===== src/common/adc_seq_pkg.sv =====
// adc_seq_pkg: constants and types for the conversion sequencer
// assumes: one 50 MHz bus clock, conversion clock given as an enable pulse
package adc_seq_pkg;

	// ------------------------------------------------------------
	// field layouts
	// ------------------------------------------------------------
	localparam int CHAN_W = 5;
	localparam logic [4:0] CHAN_OFF = 5'h1F;
	localparam int RES_W = 10;
	localparam logic [1:0] CLKSEL_ASYNC = 2'h3;
	localparam logic [1:0] MODE_8BIT = 2'h0;
	localparam logic [1:0] MODE_10BIT = 2'h2;

	// ------------------------------------------------------------
	// timing: conversion-clock and bus-clock counts per phase
	// ------------------------------------------------------------
	localparam logic [5:0] SAMPLE_SHORT_CYC = 6'h03;
	localparam logic [5:0] SAMPLE_LONG_CYC = 6'h17;
	localparam logic [5:0] APPROX_8_CYC = 6'h0E;
	localparam logic [5:0] APPROX_10_CYC = 6'h11;
	localparam logic [5:0] FIRST_EXTRA_CYC = 6'h03;
	localparam logic [3:0] BUS_EXTRA_CYC = 4'h5;
	localparam int CLK_SYS_MHZ = 50;
	localparam int ASYNC_START_US = 5;
	localparam int ASYNC_START_CYC = ASYNC_START_US * CLK_SYS_MHZ;

	// ------------------------------------------------------------
	// sequencer states
	// ------------------------------------------------------------
	typedef enum logic [2:0] {
		ST_IDLE = 3'b000,
		ST_START = 3'b001,
		ST_SETUP = 3'b010,
		ST_SAMPLE = 3'b011,
		ST_APPROX = 3'b100,
		ST_FINISH = 3'b101
	} seq_state_t;

	localparam logic [RES_W-1:0] RESULT_RST = 10'h000;

endpackage : adc_seq_pkg


===== src/core/adc_conversion_sequencer.sv =====
// adc_conversion_sequencer: start, abort, blocking and compare control of a
// successive-approximation converter; analog core reached over plain ports
// assumes: conversion clock arrives as a one-cycle enable on clk_sys_i,
// register writes and reads arrive as one-cycle strobes from the bus logic
`timescale 1ns/10ps
`default_nettype none

// Operation
// - software mode: control-one write starts conversion unless channel all ones
// - hardware mode: trigger input event starts conversion, writes do not
// - continuous: restart after each transfer until abort; hw waits first edge
// - completion writes result registers, sets flag, interrupt if enabled
// - 10-bit high read pending low read blocks transfer; flag stays clear
// - blocked single compare-false conversion just terminates
// - other blocked transfers restart conversion regardless of continuous bit
// - control-one write aborts; restarts in software mode unless channel all ones
// - writes to control-two, config or compare values abort conversion
// - reset aborts; stop aborts unless async clock selected
// - abort keeps last results; reset clears them
// - idle until started; async clock enabled only while converting with it
// - sample short or long, then isolate and approximate, then transfer
// - first conversion at most 20/23 or 40/43 clocks plus 5 bus cycles
// - async clock adds 5 us start-up to first conversion
// - later continuous: 17/20 or 37/40 clocks, no bus cycles
// - continuous sample timing holds only with adequate bus clock rate
// - compare adds negated compare value; flag on ge or lt condition
// - compare true stores difference, not raw result
// - compare false: no flag, no transfer
// - wait mode: conversion finishes, triggers still start, completion wakes
// - disabled during reset or channel select all ones
// - trigger starts on rising edge; ignored while busy; continuous first only
// - result rounded to 10 bits, or 8 bits in low register
module adc_conversion_sequencer #(
	parameter int ASYNC_START_CYCLES = adc_seq_pkg::ASYNC_START_CYC
) (
	input wire logic clk_sys_i,
	input wire logic rst_i,
	input wire logic conv_clk_en_i,
	input wire logic ctrl_one_wr_i,
	input wire logic [4:0] channel_select_i,
	input wire logic continuous_enable_i,
	input wire logic complete_irq_enable_i,
	input wire logic ctrl_two_wr_i,
	input wire logic hw_trigger_select_i,
	input wire logic compare_enable_i,
	input wire logic compare_greater_select_i,
	input wire logic config_wr_i,
	input wire logic [1:0] mode_select_i,
	input wire logic long_sample_select_i,
	input wire logic [1:0] input_clock_select_i,
	input wire logic compare_wr_i,
	input wire logic [9:0] compare_value_i,
	input wire logic result_high_rd_i,
	input wire logic result_low_rd_i,
	input wire logic stop_mode_i,
	input wire logic hw_trigger_input_i,
	input wire logic [10:0] approx_value_i,
	output logic [9:0] result_o,
	output logic conv_complete_flag_o,
	output logic irq_o,
	output logic active_o,
	output logic sample_o,
	output logic async_clk_en_o
);

	// ------------------------------------------------------------
	// trigger pin synchroniser and edge detect
	// ------------------------------------------------------------
	logic trig_meta_q, trig_sync_q, trig_prev_q;
	logic trig_meta_d, trig_sync_d, trig_prev_d;
	logic trig_rise;

	always_comb begin
		trig_meta_d = hw_trigger_input_i;
		trig_sync_d = trig_meta_q;
		trig_prev_d = trig_sync_q;
		trig_rise = trig_sync_q & ~trig_prev_q;
	end

	always_ff @(posedge clk_sys_i or posedge rst_i) begin
		if (rst_i) begin
			trig_meta_q <= 1'b0;
			trig_sync_q <= 1'b0;
			trig_prev_q <= 1'b0;
		end else begin
			trig_meta_q <= trig_meta_d;
			trig_sync_q <= trig_sync_d;
			trig_prev_q <= trig_prev_d;
		end
	end

	// ------------------------------------------------------------
	// sequencer
	// ------------------------------------------------------------
	adc_seq_pkg::seq_state_t state_q, state_d;
	logic [8:0] cnt_q, cnt_d;
	logic first_q, first_d;
	logic cont_run_q, cont_run_d;
	logic block_q, block_d;
	logic [9:0] result_q, result_d;
	logic flag_q, flag_d;
	logic irq_q, irq_d;
	logic active_q, active_d;
	logic sample_q, sample_d;
	logic aclk_q, aclk_d;

	logic chan_off;
	logic ten_bit;
	logic abort;
	logic start;
	logic [10:0] rounded;
	logic [9:0] raw;
	logic [10:0] diff;
	logic cmp_true;
	logic [5:0] sample_len;
	logic [5:0] approx_len;

	always_comb begin
		chan_off = (channel_select_i == adc_seq_pkg::CHAN_OFF);
		ten_bit = (mode_select_i == adc_seq_pkg::MODE_10BIT);
		// rounding: add half lsb of target width
		rounded = ten_bit ? (approx_value_i + 11'h001) : (approx_value_i + 11'h004);
		raw = ten_bit ? rounded[10:1] : {2'h0, rounded[10:3]};
		if (ten_bit && rounded[10:1] == 10'h000 && approx_value_i[10]) begin
			raw = 10'h3FF;
		end
		if (!ten_bit && rounded[10:3] == 8'h00 && approx_value_i[10]) begin
			raw = 10'h0FF;
		end
		diff = {1'b0, raw} + {1'b1, ~compare_value_i} + 11'h001;
		// diff[10] set means a borrow: result below the compare value
		cmp_true = compare_greater_select_i ? ~diff[10] : diff[10];
		sample_len = long_sample_select_i ? adc_seq_pkg::SAMPLE_LONG_CYC
			: adc_seq_pkg::SAMPLE_SHORT_CYC;
		approx_len = ten_bit ? adc_seq_pkg::APPROX_10_CYC
			: adc_seq_pkg::APPROX_8_CYC;
		// stop aborts unless async clock runs the conversion
		abort = ctrl_one_wr_i | ctrl_two_wr_i | config_wr_i | compare_wr_i
			| (stop_mode_i && input_clock_select_i != adc_seq_pkg::CLKSEL_ASYNC);
		start = 1'b0;
		if (!chan_off && !abort) begin
			if (hw_trigger_select_i) begin
				start = trig_rise;
			end
		end
		if (ctrl_one_wr_i && !hw_trigger_select_i && !chan_off) begin
			start = 1'b1;
		end
	end

	always_comb begin
		state_d = state_q;
		cnt_d = cnt_q;
		first_d = first_q;
		cont_run_d = cont_run_q;
		block_d = block_q;
		result_d = result_q;
		flag_d = flag_q;
		irq_d = 1'b0;
		// reading either result byte clears the flag
		if (result_low_rd_i || result_high_rd_i || ctrl_one_wr_i) begin
			flag_d = 1'b0;
		end
		if (result_high_rd_i && ten_bit) begin
			block_d = 1'b1;
		end
		if (result_low_rd_i) begin
			block_d = 1'b0;
		end
		case (state_q)
			adc_seq_pkg::ST_IDLE: begin
				if (start) begin
					state_d = adc_seq_pkg::ST_START;
					first_d = 1'b1;
					cont_run_d = continuous_enable_i;
					cnt_d = 9'h000;
				end
			end
			adc_seq_pkg::ST_START: begin
				// bus cycles, or async start-up instead of them, on a first conversion
				cnt_d = cnt_q + 9'h001;
				if ((input_clock_select_i != adc_seq_pkg::CLKSEL_ASYNC
					&& cnt_q >= 9'(adc_seq_pkg::BUS_EXTRA_CYC) - 9'h001)
					|| cnt_q >= 9'(ASYNC_START_CYCLES) - 9'h001) begin
					state_d = adc_seq_pkg::ST_SETUP;
					cnt_d = 9'h000;
				end
			end
			adc_seq_pkg::ST_SETUP: begin
				if (conv_clk_en_i) begin
					cnt_d = cnt_q + 9'h001;
					if (cnt_q >= 9'(adc_seq_pkg::FIRST_EXTRA_CYC) - 9'h001) begin
						state_d = adc_seq_pkg::ST_SAMPLE;
						cnt_d = 9'h000;
					end
				end
			end
			adc_seq_pkg::ST_SAMPLE: begin
				if (conv_clk_en_i) begin
					cnt_d = cnt_q + 9'h001;
					if (cnt_q >= {3'h0, sample_len} - 9'h001) begin
						state_d = adc_seq_pkg::ST_APPROX;
						cnt_d = 9'h000;
					end
				end
			end
			adc_seq_pkg::ST_APPROX: begin
				if (conv_clk_en_i) begin
					cnt_d = cnt_q + 9'h001;
					if (cnt_q >= {3'h0, approx_len} - 9'h001) begin
						state_d = adc_seq_pkg::ST_FINISH;
					end
				end
			end
			adc_seq_pkg::ST_FINISH: begin
				cnt_d = 9'h000;
				first_d = 1'b0;
				state_d = adc_seq_pkg::ST_IDLE;
				if (compare_enable_i && !cmp_true) begin
					// nothing transferred; a blocked single just ends
					if (cont_run_q || (block_q && !compare_enable_i)) begin
						state_d = adc_seq_pkg::ST_SAMPLE;
					end
				end else if (block_q) begin
					state_d = adc_seq_pkg::ST_SAMPLE;
				end else begin
					result_d = compare_enable_i ? diff[9:0] : raw;
					flag_d = 1'b1;
					irq_d = complete_irq_enable_i;
					if (cont_run_q) begin
						state_d = adc_seq_pkg::ST_SAMPLE;
					end
				end
			end
			default: begin
				state_d = adc_seq_pkg::ST_IDLE;
			end
		endcase
		if (abort) begin
			state_d = adc_seq_pkg::ST_IDLE;
			cnt_d = 9'h000;
			// an aborted finish transfers nothing
			result_d = result_q;
			flag_d = flag_q && !(result_low_rd_i || result_high_rd_i || ctrl_one_wr_i);
			irq_d = 1'b0;
			if (start) begin
				state_d = adc_seq_pkg::ST_START;
				first_d = 1'b1;
				cont_run_d = continuous_enable_i;
			end
		end else if (start && state_q != adc_seq_pkg::ST_IDLE
			&& !hw_trigger_select_i) begin
			state_d = adc_seq_pkg::ST_START;
		end
		active_d = (state_d != adc_seq_pkg::ST_IDLE);
		sample_d = (state_d == adc_seq_pkg::ST_SAMPLE);
		aclk_d = active_d && input_clock_select_i == adc_seq_pkg::CLKSEL_ASYNC;
	end

	always_ff @(posedge clk_sys_i or posedge rst_i) begin
		if (rst_i) begin
			state_q <= adc_seq_pkg::ST_IDLE;
			cnt_q <= 9'h000;
			first_q <= 1'b0;
			cont_run_q <= 1'b0;
			block_q <= 1'b0;
			result_q <= adc_seq_pkg::RESULT_RST;
			flag_q <= 1'b0;
			irq_q <= 1'b0;
			active_q <= 1'b0;
			sample_q <= 1'b0;
			aclk_q <= 1'b0;
		end else begin
			state_q <= state_d;
			cnt_q <= cnt_d;
			first_q <= first_d;
			cont_run_q <= cont_run_d;
			block_q <= block_d;
			result_q <= result_d;
			flag_q <= flag_d;
			irq_q <= irq_d | (irq_q & flag_d & complete_irq_enable_i);
			active_q <= active_d;
			sample_q <= sample_d;
			aclk_q <= aclk_d;
		end
	end

	assign result_o = result_q;
	assign conv_complete_flag_o = flag_q;
	assign irq_o = irq_q;
	assign active_o = active_q;
	assign sample_o = sample_q;
	assign async_clk_en_o = aclk_q;

endmodule : adc_conversion_sequencer

`default_nettype wire


===== config.mk =====
export PLATFORM = sky130hd
export DESIGN_NAME = adc_conversion_sequencer
export DESIGN_NICKNAME = d
export VERILOG_FILES = /design/src/common/adc_seq_pkg.sv /design/src/core/adc_conversion_sequencer.sv
export SDC_FILE = /design/constraint.sdc
export NUM_CORES = 1
export LEC_CHECK = 0
export BUFFER_PORTS_ARGS = -buffer_cell sky130_fd_sc_hd__buf_2
export CORE_ASPECT_RATIO = 0.7
export CORE_MARGIN = 2
export CORE_UTILIZATION = 60
export CTS_BUF_LIST = sky130_fd_sc_hd__clkbuf_16
export CTS_CLUSTER_SIZE = 25
export DETAILED_ROUTE_END_ITERATION = 8
export PLACE_DENSITY = 0.87
export SYNTH_ARGS = -nofsm -noshare
export SYNTH_HDL_FRONTEND = slang
export SYNTH_SLANG_ARGS = --single-unit

===== constraint.sdc =====
create_clock -name clk_sys_i -period 4.5 [get_ports clk_sys_i]
set_clock_uncertainty 0.1 [all_clocks]
set_input_delay 0.675 -clock clk_sys_i [delete_from_list [all_inputs] [get_ports clk_sys_i]]
set_output_delay 0.675 -clock clk_sys_i [all_outputs]
set_load 0.01 [all_outputs]

==> out/results.txt, run 1 <==
Internal Power - 0.645 mW
# DRC - 0
DP Area - 0.00329 mm²
Worst-path clk slew - 0.05 ns
Pre-CTS WS - 0.0474 ns
Initial antenna violation count - 0
Clk root buf - clkbuf_16
Status - finished clean
Critical path class - in -> reg
EDFF count, synth - 0
Critical Path End Type - register
Cells on worst reg2reg path - 8
Worst Tran Pin Value - 0.643 ns
Post-Route WL - 7070 µm
Critical Path Start - approx_value_i[0]
R2r setup slk - 1.68 ns
YS warnings - 0
Clk_lat worst skew - 0.28 ns
Die Y - 62.1 µm
Number of vias per cell - 5.96
CTS sink cnt - 32
Setup Fix Bufs, Post-CTS - 0
FF-to-FF Start - cnt_q[2]
Resized Gates After CTS - 0
Final RePlAce weighted congestion - 0.956
CP required - 4.56 ns
CTS Buffer Depth - 2
Die X - 87.0 µm
Total GRT Usage - 0.266
Seq pwr share - 0.336
Layout cell share with drive strength beyond 1 - 0.255
Pin count of the biggest net entering global routing - 33
P_leak - 1.70 nW
TritonRoute pass-1 iters - 5
Slew Viols, Final - 0
CP cell instances - buf_2 -> ha_1 -> or3b_2 -> a21boi_0 -> nand4_1 -> a21o_1 -> and3_1 -> ha_1 -> inv_1 -> fa_1 -> a211oi_1 -> nor4_1 -> nor2_1 -> a21o_1 -> mux2i_1 -> nor3_1 -> buf_4 -> mux2_2
Tot Pwr - 0.890 mW
Crit Path Max Fanout - 12
Final Cycle Share - 0.938
Mapped cell area - 0.00289 mm²
Max-Cap Viols - 0
VDD IR max - 0.000205 V
Final TNS setup - 0 ns
Startpoint class of the critical path - input port
Finish-stage setup viols - 0
WHS - 0.250 ns
Post-Synthesis Cells - 347
Endpoints failing hold - 0
Slowest cell on crit path - or3b_2
Tightest slew margin relative to the limit - 0.568
Worst path max stage delay - 0.45 ns
Vias - 2,814
FP Rows - 21
Dpl hpwl - 5370 µm
Critical Path AT - 4.28 ns
First-pass GRT wire length - 11,000 µm
Global route overflow - 0
Combinational Power Share - 0.237
Synth-to-Final Area Change - 19.4%
Port Buffers - 61
Crit path time final - 4.22 ns
H-tree depth - 2
Average size of a mapped cell - 8.33 µm²
Async SR Flop Fraction - 1.00
Switch share - 0.276
CTS Buf Count - 5
Sequential share of the synthesized area - 0.277
NetSw - 0.245 mW
CTS tree - built
Hold path depth - 0
CORE AREA - 0.00470 mm²
Die area - 0.00540 mm²
Starting Density - 0.615
Max Fclk - 0.237 GHz
Dpl cells - 464
DR iter-0 viols - 159
# IOs - 62
Type of the worst min-delay path - reg -> reg
Drt wl/cell - 15.0 µm
Routed Antenna Nets - 0
Layout Nets - 483
Pwr per Cell Area - 258 mW/mm²
# diodes - 0
RSZ-0062 raised after global routing - no
Net count after synthesis - 416
Synth Register Bits - 32
Final worst slack - 0.280 ns
Number of global-route vias before repair - 2,410
Clk pwr share - 0.427
Hold-fix buffer count after cts - 0
Fillcell total - 351
Reg2reg end - async_clk_en_o
Final std cell area, no fill - 0.00345 mm²
Synth Flop Type - dfrtp_1
Count of cell types in the netlist - 58
Finished Layout Cells - 472
End of the critical path - result_o[3]
Final core occ - 0.734
-- cell usage in the layout, fill, tap and decap left out, drive strengths merged, types with 2 or more instances in the layout --
cell | synthesis | final
ha | 21 | 21
dfrtp | 32 | 32
or4 | 2 | 2
nand3 | 12 | 12
and2 | 3 | 3
nor4b | 4 | 4
nor4 | 6 | 6
nand3b | 3 | 3
o21a | 5 | 5
mux2 | 11 | 11
a2111oi | 3 | 3
buf | 2 | 71
a21o | 6 | 6
a211oi | 7 | 7
nand4 | 5 | 5
nor2b | 3 | 3
xnor2 | 9 | 9
nand2 | 34 | 34
o21ai | 19 | 19
and3 | 3 | 3
a21oi | 25 | 25
inv | 26 | 27
o211ai | 3 | 3
xor2 | 11 | 11
a21boi | 2 | 2
o21bai | 2 | 2
or3 | 6 | 6
a31oi | 2 | 2
mux2i | 6 | 6
nand2b | 7 | 7
clkbuf | 9 | 5
nor3 | 11 | 11
nor2 | 25 | 25
or2 | 6 | 6
a311oi | 2 | 2
-- logic make-up (layout without fill, tap and decap cells) --
group	Yosys count	in the layout	share of synthesized area
and+or+nand+nor	132	132	0.240
AOI/OAI and AO/OA	87	87	0.209
muxes	17	17	0.0636
DFF	32	32	0.277
adders and majority gates	22	22	0.0978
buffers and inverters	37	105	0.0528
xor gates and xnor gates	20	20	0.0606
-- power by group through the flow --
| stage | Combinational, mW | Sequential, mW | Clock [mW] |
|---|---|---|---|
| 2_1_floorplan | 0.141 | 0.301 | 0 |
| 3_3_place_gp | 0.203 | 0.303 | 0 |
| 3_5_place_dp | 0.206 | 0.303 | 0 |
| 4_1_cts | 0.208 | 0.298 | 0.384 |
| 5_1_grt | 0.235 | 0.299 | 0.393 |
| 6_report | 0.211 | 0.299 | 0.381 |
-- flip-flops by register name, indices dropped and copies added (netlist names), named ones only --
signal                flops
result_o                 10
irq_o                     1
trig_prev_d               1
trig_meta_q               1
conv_complete_flag_o      1
block_q                   1
cnt_q                     9
sample_o                  1
state_q                   3
async_clk_en_o            1
trig_prev_q               1
active_o                  1
-- cell usage after synthesis, types with 3 or more instances --
| library cell | instances | area, µm² |
|---|---|---|
| dfrtp_1 | 32 | 801 |
| xnor2_1 | 9 | 78.8 |
| mux2_2 | 11 | 124 |
| o21ai_0 | 17 | 85.1 |
| nand2_1 | 34 | 128 |
| nand2b_1 | 7 | 43.8 |
| nor2b_1 | 3 | 18.8 |
| a21oi_1 | 23 | 115 |
| nand3_1 | 12 | 60.1 |
| mux2i_1 | 6 | 60.1 |
| xor2_1 | 11 | 96.3 |
| nand4_1 | 4 | 25.0 |
| a2111oi_0 | 3 | 26.3 |
| nor3_1 | 11 | 55.1 |
| a211oi_1 | 7 | 52.6 |
| and2_1 | 3 | 18.8 |
| inv_1 | 26 | 97.6 |
| o21a_1 | 5 | 37.5 |
| nor4_1 | 6 | 37.5 |
| or3_1 | 5 | 31.3 |
| nor2_1 | 25 | 93.8 |
| or2_2 | 6 | 37.5 |
| clkbuf_1 | 8 | 30.0 |
| nand3b_1 | 3 | 22.5 |
| a21o_1 | 6 | 45.0 |
| ha_1 | 21 | 263 |
| nor4b_1 | 4 | 35.0 |
| o211ai_1 | 3 | 22.5 |
-- metal layers --
metal,global-route usage,vias to the layer above,part of all wire
met5,0,-,0
met4,0.0647,0,0.0082
met3,0.0528,7,0.061
met2,0.413,107,0.44
met1,0.385,1314,0.49
li1,-,1386,-
-- area by class of cell --
type	instances	area, µm²	share of cell area
Inverter	26	97.6	0.0283
Multi-Input combinational cell	278	1940	0.561
Sequential cell	32	801	0.232
Tap cell	57	71.3	0.0207
Clock buffer	5	125	0.0362
Timing Repair Buffer	71	380	0.110
Clock inverter	3	38.8	0.0112
-- worst min path at each step --
stage / slack, ns / endpoint / from
floorplan: 0.23 / trig_prev_d / trig_meta_q
global placement: 0.24 / trig_prev_d / trig_meta_q
detailed placement: 0.24 / trig_prev_d / trig_meta_q
CTS: 0.25 / trig_prev_d / trig_meta_q
global route: 0.26 / trig_prev_d / trig_meta_q
finish: 0.25 / trig_prev_d / trig_meta_q
-- worst max-delay path, delay by kind of cell --
kind                     cells  cell delay [ns]
adder cells (fa/ha/maj)      3             0.80
AO/OA/AOI/OAI                4             0.73
AND/OR/NAND/NOR              6             1.20
multiplexers                 2             0.46
buffers and inverters        3             0.40
Power figures use the tool's default switching activity.
==> inputs of run 2 (changes only) <==
==> constraint.sdc (replaced) <==
create_clock -name clk_sys_i -period 4.5 [get_ports clk_sys_i]
set_clock_uncertainty 0.1 [all_clocks]
set_input_delay 0.225 -clock clk_sys_i [delete_from_list [all_inputs] [get_ports clk_sys_i]]
set_output_delay 0.225 -clock clk_sys_i [all_outputs]
set_load 0.01 [all_outputs]
==> out/results.txt, run 2 (synthesized netlist as in run 1, its figures left out) <==
Post-Route WL - 7300 µm (+3.2%)
Number of global-route vias before repair - 2,517 (+4.4%)
Startpoint class of the critical path - input port
Clk root buf - clkbuf_16
Switch share - 0.281 (+0.00573)
Initial antenna violation count - 0 (unchanged)
# IOs - 62 (unchanged)
FP Rows - 21 (unchanged)
Commonest non-fill, non-tap cell in the layout - buf_2
Final Cycle Share - 0.874 (-0.0640)
Hold path depth - 2 (+2)
Cells on worst reg2reg path - 8 (unchanged)
Port Buffers - 61 (unchanged)
Layout cell share with drive strength beyond 1 - 0.249 (-0.00603)
Fillcell total - 358 (+2.0%)
Synth-to-Final Area Change - 19.2%
Die Y - 62.1 µm (unchanged)
Endpoints failing hold - 0 (unchanged)
P_leak - 1.69 nW (-0.91%)
Seq pwr share - 0.334 (-0.002)
Critical path class - in -> reg
Vias - 2,764 (-1.8%)
Crit Path Max Fanout - 12 (unchanged)
Resized Gates After CTS - 0 (unchanged)
Final TNS setup - 0 ns (unchanged)
Tot Pwr - 0.895 mW (+0.56%)
Starting Density - 0.615 (unchanged)
Dpl hpwl - 5550 µm (+3.5%)
Setup Fix Bufs, Post-CTS - 0 (unchanged)
CTS sink cnt - 32 (unchanged)
TritonRoute pass-1 iters - 4 (-1)
Critical Path AT - 3.99 ns (-0.29 ns)
RSZ-0062 raised after global routing - no
Status - finished clean
Final RePlAce weighted congestion - 0.942 (-1.5%)
CORE AREA - 0.00470 mm² (unchanged)
Die area - 0.00540 mm² (unchanged)
NetSw - 0.252 mW (+2.7%)
Pin count of the biggest net entering global routing - 33 (unchanged)
CTS tree - built
Worst Tran Pin Value - 0.646 ns (+0.00337 ns)
Drt wl/cell - 15.5 µm (+3.7%)
Die X - 87.0 µm (unchanged)
First-pass GRT wire length - 11,800 µm (+6.7%)
# DRC - 0 (unchanged)
Number of vias per cell - 5.88 (-1.4%)
VDD IR max - 0.000281 V (+37%)
Max Fclk - 0.254 GHz (+7.3%)
# diodes - 0 (unchanged)
Combinational Power Share - 0.233 (-0.004)
Global route overflow - 0 (unchanged)
Worst-path clk slew - 0.06 ns (about the same)
Clk pwr share - 0.433 (+0.006)
Slew Viols, Final - 0 (unchanged)
Crit path time final - 3.93 ns (-0.288 ns)
H-tree depth - 2 (unchanged)
Tightest slew margin relative to the limit - 0.566 (-0.00227)
Clk_lat worst skew - 0.28 ns (about the same)
CTS Buf Count - 5 (unchanged)
Pwr per Cell Area - 260 mW/mm² (+0.75%)
Finish-stage setup viols - 0 (unchanged)
Total GRT Usage - 0.284 (+0.0187)
Type of the worst min-delay path - in -> reg
Most frequent cells in the layout - buf_2, nand2_1, dfrtp_1, inv_1, nor2_1
CTS Buffer Depth - 2 (unchanged)
Max-Cap Viols - 0 (unchanged)
WHS - 0.0134 ns (-0.237 ns)
Max reg flops - 10 (unchanged)
Layout Nets - 481 (-0.41%)
Routed Antenna Nets - 0 (unchanged)
Internal Power - 0.643 mW (-0.23%)
DR iter-0 viols - 191 (+20%)
Hold-fix buffer count after cts - 2 (+2)
CP required - 4.56 ns (about the same)
Critical Path End Type - register
run 2: final timing paths:
check	start	end	slack (ns)
max in group asynchronous	rst_i	cnt_q[5]	3.50
min reg2reg	trig_meta_q	trig_prev_d	0.25
min in group asynchronous	rst_i	result_o[9]	0.50
max reg2reg	cnt_q[2]	async_clk_en_o	1.56
max	approx_value_i[0]	result_o[3]	0.57
min	result_low_rd_i	block_q	0.01
run 2: worst max-delay path, cell delays in order:
cell,delay (ns)
buf_2,0.10
ha_1,0.20
or3b_2,0.49
a21boi_0,0.15
nand4_1,0.14
a21o_1,0.12
and3_1,0.18
ha_1,0.17
inv_1,0.06
fa_1,0.42
a211oi_1,0.38
nor4_1,0.11
nor2_1,0.17
a21o_1,0.17
mux2i_1,0.11
nor3_1,0.18
buf_4,0.23
mux2_2,0.35
run 2: layout make-up:
class / instances / area, µm² / share of cell area
tap: 57 / 71.3 / 0.0207
clock inverter: 3 / 42.5 / 0.0123
clock buffer: 5 / 125 / 0.0363
inverter: 26 / 97.6 / 0.0283
sequential: 32 / 801 / 0.232
multi-input combinational: 278 / 1940 / 0.562
timing repair buffer: 69 / 370 / 0.107
run 2: power groups by stage:
stage | combinational, mW | clock (mW) | sequential, mW
final | 0.209 | 0.388 | 0.299
after global routing | 0.234 | 0.405 | 0.299
after CTS | 0.206 | 0.392 | 0.298
after detailed placement | 0.202 | 0 | 0.304
after global placement | 0.197 | 0 | 0.303
after floorplan | 0.141 | 0 | 0.301
run 2: per-stage QoR:
step	instances	utilization	worst slack, ns	cell area [µm²]
floorplan	347	-	0.457	2890
detailed placement	460	0.693	0.366	3260
global route	470	0.733	0.340	3450
CTS	470	0.733	0.615	3450
global placement	460	0.693	0.460	3260
finish	470	0.733	0.568	3450
run 2: metal layers:
layer	routed length (µm)	track usage
met1	3600	0.405
met2	3190	0.449
met3	436	0.0647
met4	72	0.0603
met5	0	0
